### config.mk
export PLATFORM = sky130hd
export DESIGN_NAME = msf_status_flags
export DESIGN_NICKNAME = d
export VERILOG_FILES = /design/src/core/msf_pkg.sv /design/src/core/msf_status_flags.sv
export SDC_FILE = /design/constraint.sdc
export NUM_CORES = 1
export LEC_CHECK = 0
export ABC_AREA = 1
export BUFFER_PORTS_ARGS = -buffer_cell sky130_fd_sc_hd__buf_2
export CORE_AREA = 2 2 131 133
export DETAILED_ROUTE_END_ITERATION = 10
export DIE_AREA = 0 0 133 135
export HOLD_SLACK_MARGIN = 0.08
export PLACE_DENSITY = 0.67
export SYNTH_ARGS = -nofsm -noshare
export SYNTH_HDL_FRONTEND = slang
export SYNTH_SLANG_ARGS = --single-unit
### constraint.sdc
create_clock -name mclk -period 3.55 [get_ports mclk]
set_input_delay 0.1775 -clock mclk [delete_from_list [all_inputs] [get_ports mclk]]
set_output_delay 0.1775 -clock mclk [all_outputs]
set_load 0.1 [all_outputs]
### src/core/msf_pkg.sv
package msf_pkg;
    // Register port geometry
    localparam int ADDR_W = 12;
    localparam int DATA_W = 16;
    // Register offsets
    localparam logic [ADDR_W-1:0] AUTOCAL_RUN_FLAGS_ADDR = 12'h4C0;
    localparam logic [ADDR_W-1:0] POWER_QUALITY_EVENT_FLAGS_ADDR = 12'h4C1;
    localparam logic [ADDR_W-1:0] DEVICE_ERROR_FLAGS_ADDR = 12'h4C2;
    // Reset value of every flag register
    localparam logic [DATA_W-1:0] FLAGS_RESET = 16'h0000;
    // Autocalibration flag positions
    localparam int CALIB_TIMEOUT_BIT = 3;
    localparam int CALIB_READY_BIT = 1;
    localparam int CALIB_SHIFT_BIT = 0;
    // Event flag positions
    localparam int OC_B_BIT = 5;
    localparam int OC_A_BIT = 4;
    localparam int SWELL_BIT = 2;
    localparam int DIP_BIT = 0;
    // Device error flag positions
    localparam int SERIAL_RESET_BIT = 7;
    localparam int SERIAL_FAULT_LSB = 4;
    localparam int SERIAL_FAULT_N = 3;
    localparam int INTERNAL_FAULT_LSB = 0;
    localparam int INTERNAL_FAULT_N = 4;
    // Calibration timing
    localparam int CLK_PERIOD_NS = 5;
    localparam int NS_PER_SEC = 1000000000;
    localparam int SEC_CYCLES = NS_PER_SEC / CLK_PERIOD_NS;
    localparam int CALIB_TIMEOUT_S = 600;
    localparam int CALIB_FIRST_S = 8;
    localparam int CALIB_REFRESH_S = 1;
    localparam int SEC_CNT_W = 10;
    localparam int COEFF_W = 24;
endpackage : msf_pkg

### src/core/msf_status_flags.sv
module msf_status_flags
    import msf_pkg::*;
#(
    parameter int SEC_CYCLES_P = msf_pkg::SEC_CYCLES,
    parameter int COEFF_WIDTH = msf_pkg::COEFF_W
)
(
    // Clock and reset
    input wire logic mclk,
    input wire logic srst,
    // Register read port
    input wire logic reg_rd_en,
    input wire logic [msf_pkg::ADDR_W-1:0] reg_addr,
    output logic reg_rvalid_ff,
    output logic [msf_pkg::DATA_W-1:0] reg_rdata_ff,
    // Autocalibration engine
    input wire logic calib_run,
    input wire logic calib_coeff_valid,
    input wire logic [COEFF_WIDTH-1:0] calib_coefficient,
    // Power quality detectors
    input wire logic overcurrent_chan_a,
    input wire logic overcurrent_chan_b,
    input wire logic voltage_swell,
    input wire logic voltage_dip,
    // Serial port and fault sources
    input wire logic serial_reset_det,
    input wire logic [msf_pkg::SERIAL_FAULT_N-1:0] serial_fault_set,
    input wire logic [msf_pkg::INTERNAL_FAULT_N-1:0] internal_fault_set,
    input wire logic soft_reset,
    // Flag outputs
    output logic [msf_pkg::DATA_W-1:0] autocal_run_flags_ff,
    output logic [msf_pkg::DATA_W-1:0] power_quality_event_flags_ff,
    output logic [msf_pkg::DATA_W-1:0] device_error_flags_ff
);
    import msf_pkg::*;

    localparam logic [SEC_CNT_W-1:0] FIRST_SEC = SEC_CNT_W'(CALIB_FIRST_S);
    localparam logic [SEC_CNT_W-1:0] TIMEOUT_SEC = SEC_CNT_W'(CALIB_TIMEOUT_S);
    localparam logic [SEC_CNT_W-1:0] REFRESH_SEC = SEC_CNT_W'(CALIB_REFRESH_S);
    localparam logic [63:0] SEC_LAST = 64'(SEC_CYCLES_P - 1);

    typedef enum logic [1:0] {MSF_IDLE, MSF_RUN, MSF_EXPIRED} msf_run_e;

    // Address decode used by the read mux
    function automatic logic [1:0] msf_decode(input logic [ADDR_W-1:0] addr);
        case (addr)
            AUTOCAL_RUN_FLAGS_ADDR: msf_decode = 2'h1;
            POWER_QUALITY_EVENT_FLAGS_ADDR: msf_decode = 2'h2;
            DEVICE_ERROR_FLAGS_ADDR: msf_decode = 2'h3;
            default: msf_decode = 2'h0;
        endcase
    endfunction : msf_decode

    msf_run_e state_ff;
    msf_run_e nxt_state;
    logic [63:0] presc_ff;
    logic [63:0] nxt_presc;
    logic [SEC_CNT_W-1:0] sec_ff;
    logic [SEC_CNT_W-1:0] nxt_sec;
    logic [COEFF_WIDTH-1:0] coeff_ff;
    logic [COEFF_WIDTH-1:0] nxt_coeff;
    logic coeff_seen_ff;
    logic nxt_coeff_seen;
    logic ready_evt_ff;
    logic nxt_ready_evt;
    logic sec_tick;
    logic [DATA_W-1:0] nxt_autocal;
    logic [DATA_W-1:0] nxt_event;
    logic [DATA_W-1:0] nxt_error;
    logic nxt_rvalid;
    logic [DATA_W-1:0] nxt_rdata;

    assign sec_tick = (state_ff == MSF_RUN) && calib_run && (presc_ff == SEC_LAST);

    // Run sequencer; the long count is a parameter so simulation can shrink a second
    always_comb
    begin
        nxt_state = state_ff;
        nxt_presc = presc_ff;
        nxt_sec = sec_ff;
        nxt_ready_evt = 1'b0;
        case (state_ff)
            MSF_IDLE:
            begin
                nxt_presc = '0;
                nxt_sec = '0;
                if (calib_run)
                begin
                    nxt_state = MSF_RUN;
                end
            end
            MSF_RUN:
            begin
                if (!calib_run)
                begin
                    nxt_state = MSF_IDLE;
                end
                else if (sec_tick)
                begin
                    nxt_presc = '0;
                    nxt_sec = sec_ff + REFRESH_SEC;
                    if (sec_ff + REFRESH_SEC >= FIRST_SEC)
                    begin
                        nxt_ready_evt = 1'b1;
                    end
                    if (sec_ff + REFRESH_SEC == TIMEOUT_SEC)
                    begin
                        nxt_state = MSF_EXPIRED;
                    end
                end
                else
                begin
                    nxt_presc = presc_ff + 64'h1;
                end
            end
            MSF_EXPIRED:
            begin
                // Stays stopped until the engine drops its run request
                if (!calib_run)
                begin
                    nxt_state = MSF_IDLE;
                end
            end
            default: nxt_state = MSF_IDLE;
        endcase
    end

    always_ff @(posedge mclk)
    begin
        if (srst)
        begin
            state_ff <= MSF_IDLE;
            presc_ff <= '0;
            sec_ff <= '0;
            ready_evt_ff <= 1'b0;
        end
        else
        begin
            state_ff <= nxt_state;
            presc_ff <= nxt_presc;
            sec_ff <= nxt_sec;
            ready_evt_ff <= nxt_ready_evt;
        end
    end

    // Autocalibration flags; sticky for the run, wiped when a fresh run starts
    always_comb
    begin
        nxt_autocal = autocal_run_flags_ff;
        nxt_coeff = coeff_ff;
        nxt_coeff_seen = coeff_seen_ff;
        if (state_ff == MSF_IDLE && calib_run)
        begin
            nxt_autocal = FLAGS_RESET;
            nxt_coeff_seen = 1'b0;
        end
        if (ready_evt_ff)
        begin
            nxt_autocal[CALIB_READY_BIT] = 1'b1;
        end
        if (state_ff == MSF_RUN && nxt_state == MSF_EXPIRED)
        begin
            nxt_autocal[CALIB_TIMEOUT_BIT] = 1'b1;
        end
        if (state_ff == MSF_RUN && calib_run && calib_coeff_valid)
        begin
            nxt_coeff = calib_coefficient;
            nxt_coeff_seen = 1'b1;
            if (coeff_seen_ff && calib_coefficient != coeff_ff)
            begin
                nxt_autocal[CALIB_SHIFT_BIT] = 1'b1;
            end
        end
    end

    // Event flags are live copies of the detectors, not sticky
    always_comb
    begin
        nxt_event = FLAGS_RESET;
        nxt_event[OC_B_BIT] = overcurrent_chan_b;
        nxt_event[OC_A_BIT] = overcurrent_chan_a;
        nxt_event[SWELL_BIT] = voltage_swell;
        nxt_event[DIP_BIT] = voltage_dip;
    end

    // Error flags; a new fault in the clearing cycle is kept, set wins
    always_comb
    begin
        nxt_error = device_error_flags_ff;
        if (soft_reset)
        begin
            nxt_error = FLAGS_RESET;
        end
        if (serial_reset_det)
        begin
            nxt_error[SERIAL_FAULT_LSB +: SERIAL_FAULT_N] = '0;
        end
        nxt_error[SERIAL_FAULT_LSB +: SERIAL_FAULT_N] =
            nxt_error[SERIAL_FAULT_LSB +: SERIAL_FAULT_N] | serial_fault_set;
        nxt_error[INTERNAL_FAULT_LSB +: INTERNAL_FAULT_N] =
            nxt_error[INTERNAL_FAULT_LSB +: INTERNAL_FAULT_N] | internal_fault_set;
        if (serial_reset_det)
        begin
            nxt_error[SERIAL_RESET_BIT] = 1'b1;
        end
    end

    // Read mux; there is no write path, so writes cannot disturb flags
    always_comb
    begin
        nxt_rvalid = reg_rd_en;
        case (msf_decode(reg_addr))
            2'h1: nxt_rdata = autocal_run_flags_ff;
            2'h2: nxt_rdata = power_quality_event_flags_ff;
            2'h3: nxt_rdata = device_error_flags_ff;
            default: nxt_rdata = FLAGS_RESET;
        endcase
        if (!reg_rd_en)
        begin
            nxt_rdata = reg_rdata_ff;
        end
    end

    always_ff @(posedge mclk)
    begin
        if (srst)
        begin
            autocal_run_flags_ff <= FLAGS_RESET;
            power_quality_event_flags_ff <= FLAGS_RESET;
            device_error_flags_ff <= FLAGS_RESET;
            coeff_ff <= '0;
            coeff_seen_ff <= 1'b0;
            reg_rvalid_ff <= 1'b0;
            reg_rdata_ff <= FLAGS_RESET;
        end
        else
        begin
            autocal_run_flags_ff <= nxt_autocal;
            power_quality_event_flags_ff <= nxt_event;
            device_error_flags_ff <= nxt_error;
            coeff_ff <= nxt_coeff;
            coeff_seen_ff <= nxt_coeff_seen;
            reg_rvalid_ff <= nxt_rvalid;
            reg_rdata_ff <= nxt_rdata;
        end
    end
endmodule : msf_status_flags

## After elaboration in Yosys (flattened, before gate mapping)

Cells that the tools add are included.

- Eq/ne operators: 14
- Magnitude comparators: 1
- Shift-type cells: 0
- Muxes and demuxes: 25
- Bitwise logic cells: 5
- $add $sub $neg: 2
- Div/mod/pow operators: 0
- Reductions and logical operators: 15
- Multipliers: 0

Operator list:

| kind | count |
|---|---|
| 64-bit two-way mux | 2 |
| 64-bit case mux with 2 select lines | 1 |
| 64-bit by 1-bit adder with 64-bit output, second input constant | 1 |
| 64-bit by 28-bit == test with 1-bit output, second input constant | 1 |
| 16-bit case mux with 3 select lines | 1 |
| 12-bit by 11-bit == test with 1-bit output, second input constant | 3 |
| 24-bit != test | 1 |
| 10-bit two-way mux | 2 |
| 10-bit case mux with 2 select lines | 1 |
| 2-bit case mux with 3 select lines | 2 |
| 10-bit by 1-bit adder with 10-bit output, second input constant | 1 |
| 10-bit == test, second input constant | 1 |
| 10-bit by 4-bit >= comparator with 1-bit output, second input constant | 1 |
| 2-bit two-way mux | 5 |
| 2-bit nonzero test | 5 |
| 2-bit == test, second input constant | 4 |
| 1-bit two-way mux | 8 |
| 8-bit two-way mux | 1 |
| 1-bit logical AND | 6 |
| 2-bit by 1-bit == test with 1-bit output, second input constant | 2 |
| 4-bit two-way mux | 1 |
| 2-bit != test, second input constant | 2 |
| 4-bit OR | 1 |
| 4-bit OR reduction | 1 |
| 6 further kinds | 8 |

- Output and inout port bits: 65
- Bits in registers: 146
- Memories kept: 0
- Memory bits (read-only): 0
- Memory bits (writable): 0
- Latch bits: 0
- Input port bits: 54

## Depth between registers and ports, before layout

- Word-level depth: 9
- Depth in mapped cells: 12

## Least setup slack after synthesis

Ideal clock, no wire load.

- Path kind: flip-flop to flip-flop
- Start point: reg presc_ff[1]
- End point: reg presc_ff[5]
- Buffers on the path: 0
- Clock period less this slack: 1.557 ns
- Required time: 3.424 ns
- Arrival time: 1.431 ns
- Slack: 1.993 ns
- Setup time: 0.126 ns
- Cell stages (with the launch flop): 11
- Cells stage by stage: dfxtp_1 > ha_1 > inv_1 > nor2_2 > nand2_2 > inv_2 > nand3_2 > nand2_4 > inv_2 > nand2_1 > nor3_1

- Cells in the longest elaborated chain, start to end: 5
- Elaborated cells between the ends (all ways): 6
- Those cells by class: add/sub: 1; eq/ne: 1; mux: 3; reduce/logical: 1

RTL lines:

| what | RTL line | text |
|---|---|---|
| from (decl) | msf_status_flags.sv:56 | `logic [63:0] presc_ff;` |
| from (signal assigned) | msf_status_flags.sv:140 | `presc_ff <= nxt_presc;` |
| parallel branches: the longest is 2 deep, another holds 64-bit by 1-bit adder with 64-bit output | - |  |
| 64-bit two-way mux * | msf_status_flags.sv:98 | `else if (sec_tick)` |
| 64-bit two-way mux * | msf_status_flags.sv:94 | `if (!calib_run)` |
| 64-bit case mux with 2 select lines * | msf_status_flags.sv:82 | `case (state_ff)` |

Mark *: on every way between the ends. The select of a mux whose other input is x is not followed.
A chain may end at the register's enable or synchronous reset.

## Worst setup path after layout

- Start point: reg state_ff[0]
- End point: reg coeff_ff[15]

- Cells in the longest elaborated chain, start to end: 3

RTL lines:

| what | RTL line | text |
|---|---|---|
| from (decl) | msf_status_flags.sv:54 | `msf_run_e state_ff;` |
| from (signal assigned) | msf_status_flags.sv:139 | `state_ff <= nxt_state;` |
| 2-bit by 1-bit == test with 1-bit output | msf_status_flags.sv:165 | `if (state_ff == MSF_RUN && calib_run && calib_coeff_valid)` |
| 1-bit logical AND (2 in a row) | msf_status_flags.sv:165 |  |
| to (signal assigned) | msf_status_flags.sv:241 | `coeff_ff <= nxt_coeff;` |
| to (decl) | msf_status_flags.sv:60 | `logic [COEFF_WIDTH-1:0] coeff_ff;` |

Every way passes these cells.

==> impl_metrics.ini <==
[worst_setup_path]
crit_buf_inv = 3
critPathCapture = coeff_ff[15]
arrival_ns = 2.61
worstRegToRegCells = 8
critPathSlowestCell = nand2_1
timing.critical_path.mode_cell = inv_2
start_kind = flip-flop
critPathTopFamily = simple AND/OR/NAND/NOR gates
r2r-start = state_ff[0]
slowest_delay_ns = 0.61
r2r_slack_ns = 1.22
crit_required_ns = 3.83
critPathKind = flip-flop to flip-flop
critPathMaxFanout = 35
cp_cell_sequence = inv_2 -> nor2_4 -> nand2_2 -> inv_2 -> buf_4 -> nand2_1 -> o21ai_0 -> a21oi_1
endpoint_kind = flip-flop
cp_num_cells = 8
crit_start = state_ff[0]
r2r-end = coeff_ff[15]

[clock_network]
cts.sinks = 126
h-tree-depth = 4
root_buffer = clkbuf_16
numCtsBuffers = 17
cts_tree = done
clkTransAtPathRegs_ns = 0.06
ctsResizeCount = 0
cts_buffer_depth = 2
insertion_delay_ns = 0.43

[placement]
dpl.hpwl_um = 17800
port-buffer-count = 77
finalWeightedCongestion = 0.987

[sta]
maxSlewHeadroom_pct = 42.4
fmax_mhz = 430
setup_viol = 0
tightest_slew_ns = 0.862
layout_min_cycle_time_ns = 2.33
rsz0062_at_grt = false
finClkSkew_ns = 0.0106
min_period_over_period_pct = 65.6
holdWs_ns = 0.109
final_max_slew_viol_count = 0
setup-tns-final_ns = 0
hold_viol = 0

[global_route]
grt_pass1_wl_um = 39300
grt_usage_pct = 27.6
grt_pass1_vias = 7804
grt_max_degree = 62
antenna_found_initial = 0
gr-total-overflow = 0

[die]
pin_count = 119
core-area_mm2 = 0.0164
start_util_pct = 49.2
die-area_mm2 = 0.0180
die_w_um = 133
rows = 47
die_y_um = 135

[power]
comb_power_share_pct = 13.5
p_leak_nw = 3.96
p_per_area_mw_per_mm2 = 396
peakVddDrop_uv = 358
internal-power_mw = 2.53
swShare_pct = 31.7
power_frac_clock_pct = 47.5
p_seq_share_pct = 39.0
p_sw_mw = 1.18
p_total_mw = 3.71

[logic_synthesis]
yosysSeqAreaShare_pct = 31.3
synth_top_area_share_pct = 31.3
synth_edf_count = 0
synth.avg_cell_area_um2 = 6.24
synthArstFlopShare_pct = 0
ys_top_cells_by_area = dfxtp_1, nand2_1, nor2_1, a21oi_1, inv_1
ys_ff_latch = 126
yosysWarnings = 0
synth_ff_type = dfxtp_1
synthCells = 1293
syn_area_mm2 = 0.00807
yosys.area.top_type = dfxtp_1
ys_types = 43

[drt]
drc = 0
dr_total_vias = 8550
routed_wl_um = 24600
wire_per_inst_um = 15.2
detail_route.vias_per_cell = 5.26
drt_iter0_markers = 666
drt.antenna.violating_nets = 0
drtPass1Iterations = 5

[cells_and_area]
drive_gt1_share_pct = 12.0
fin_util_pct = 57.2
nFillCells = 1604
nets = 1448
area_growth_pct = 16.4
antennaDiodeCount = 0

[status]
status = complete, no violations

[hold_path]
hold_path.class = input port to flip-flop
worst_hold_startpoint = soft_reset

[job]
maxCapViolCount = 0
-- worst register-to-register path: cells and delay by family, from the launching register on --
kind                   cells  cell delay (ns)
AOI/OAI and AO/OA          2             0.45
DFF                        1             0.34
buffers and inverters      3             0.61
and+or+nand+nor            3             0.81
-- worst min-delay path by stage --
stage	endpoint	cells past startpoint
after floorplan	power_quality_event_flags_ff[0]	2
after global placement	power_quality_event_flags_ff[5]	3
after detailed placement	power_quality_event_flags_ff[5]	3
after CTS	coeff_ff[15]	3
after global routing	coeff_ff[15]	3
final	device_error_flags_ff[6]	4
-- placed cells by master (no fill, tap or decap), types with 8 or more instances in the layout --
cell,n
conb_1,41
nor2_2,9
nor2_4,8
o21bai_1,8
clkbuf_16,17
nor2_1,172
inv_2,8
nand3_1,95
inv_1,137
nand4_1,60
nor3_1,20
o21ai_0,10
xnor2_1,28
buf_2,76
nand2_2,11
a21oi_1,108
dlygate4sd3_1,36
nand2_1,363
o211ai_1,8
dfxtp_1,126
xor2_1,10
-- per-layer routing --
metal	vias up	global-route usage, %	wire [um]
li1	4281	-	-
met1	3882	34.0	10400
met2	350	48.4	12000
met3	37	4.95	1630
met4	0	9.98	584
met5	-	0	0
-- state kept, by name, summed over array words and instances (netlist names) --
signal	flops
device_error_flags_ff	8
sec_ff	10
coeff_seen_ff	1
power_quality_event_flags_ff	4
presc_ff	64
coeff_ff	24
state_ff	2
autocal_run_flags_ff	3
reg_rdata_ff	8
ready_evt_ff	1
reg_rvalid_ff	1
-- timing repair --
item / in CTS / in global routing
buffers inserted: 0 / 0
hold buffers: 36 / 0
hold endpoints to repair: 36 / 0
-- synth_stat cells (3+ instances only) --
master / count
nand2_4: 3
xnor2_1: 28
nand2_1: 363
nor2_1: 172
buf_2: 10
inv_1: 137
nor3_1: 20
o21bai_1: 8
nand2_2: 11
o21ai_0: 10
a21oi_1: 108
nor2_4: 8
or2_2: 6
xor2_1: 10
clkbuf_1: 22
nand3_1: 95
buf_4: 41
inv_2: 8
nand4_1: 60
nor2_2: 9
dfxtp_1: 126
o211ai_1: 8
nand3_2: 3
-- stage by stage --
stage                     setup slack (ns)  cells  cell area [um^2]
final                                 1.22   1625              9380
after global routing                  1.09   1625              9380
after CTS                             1.22   1625              9380
after detailed placement              1.23   1557              8440
after global placement                1.25   1557              8440
after floorplan                       1.99   1333              8220
-- cell type report --
type                            instances  area [um^2]  share of cell area [%]
Inverter                              145          544                    5.80
Clock buffer                           18          439                    4.68
Sequential cell                       126         2520                    26.9
Timing Repair Buffer                  117          778                    8.29
Clock inverter                         14          146                    1.56
Tap cell                              220          275                    2.93
Multi-Input combinational cell        985         4680                    49.9
-- power by group through the flow --
stage	Combinational [mW]	Clock, mW	Sequential, mW
after floorplan	0.335	0	1.57
after global placement	0.466	0	1.48
after detailed placement	0.469	0	1.48
after global routing	0.526	1.85	1.45
after CTS	0.499	1.77	1.45
final	0.501	1.76	1.45
-- cell families after synthesis --
logic type,after synthesis,share of synthesized area (%)
compound gates,145,9.91
xor+xnor,38,4.13
fa+ha+maj,2,0.310
buf+inv,222,12.6
flops,126,31.3
other cells,1,0.0465
simple gates,759,41.7
Power figures use the tool's default switching activity.
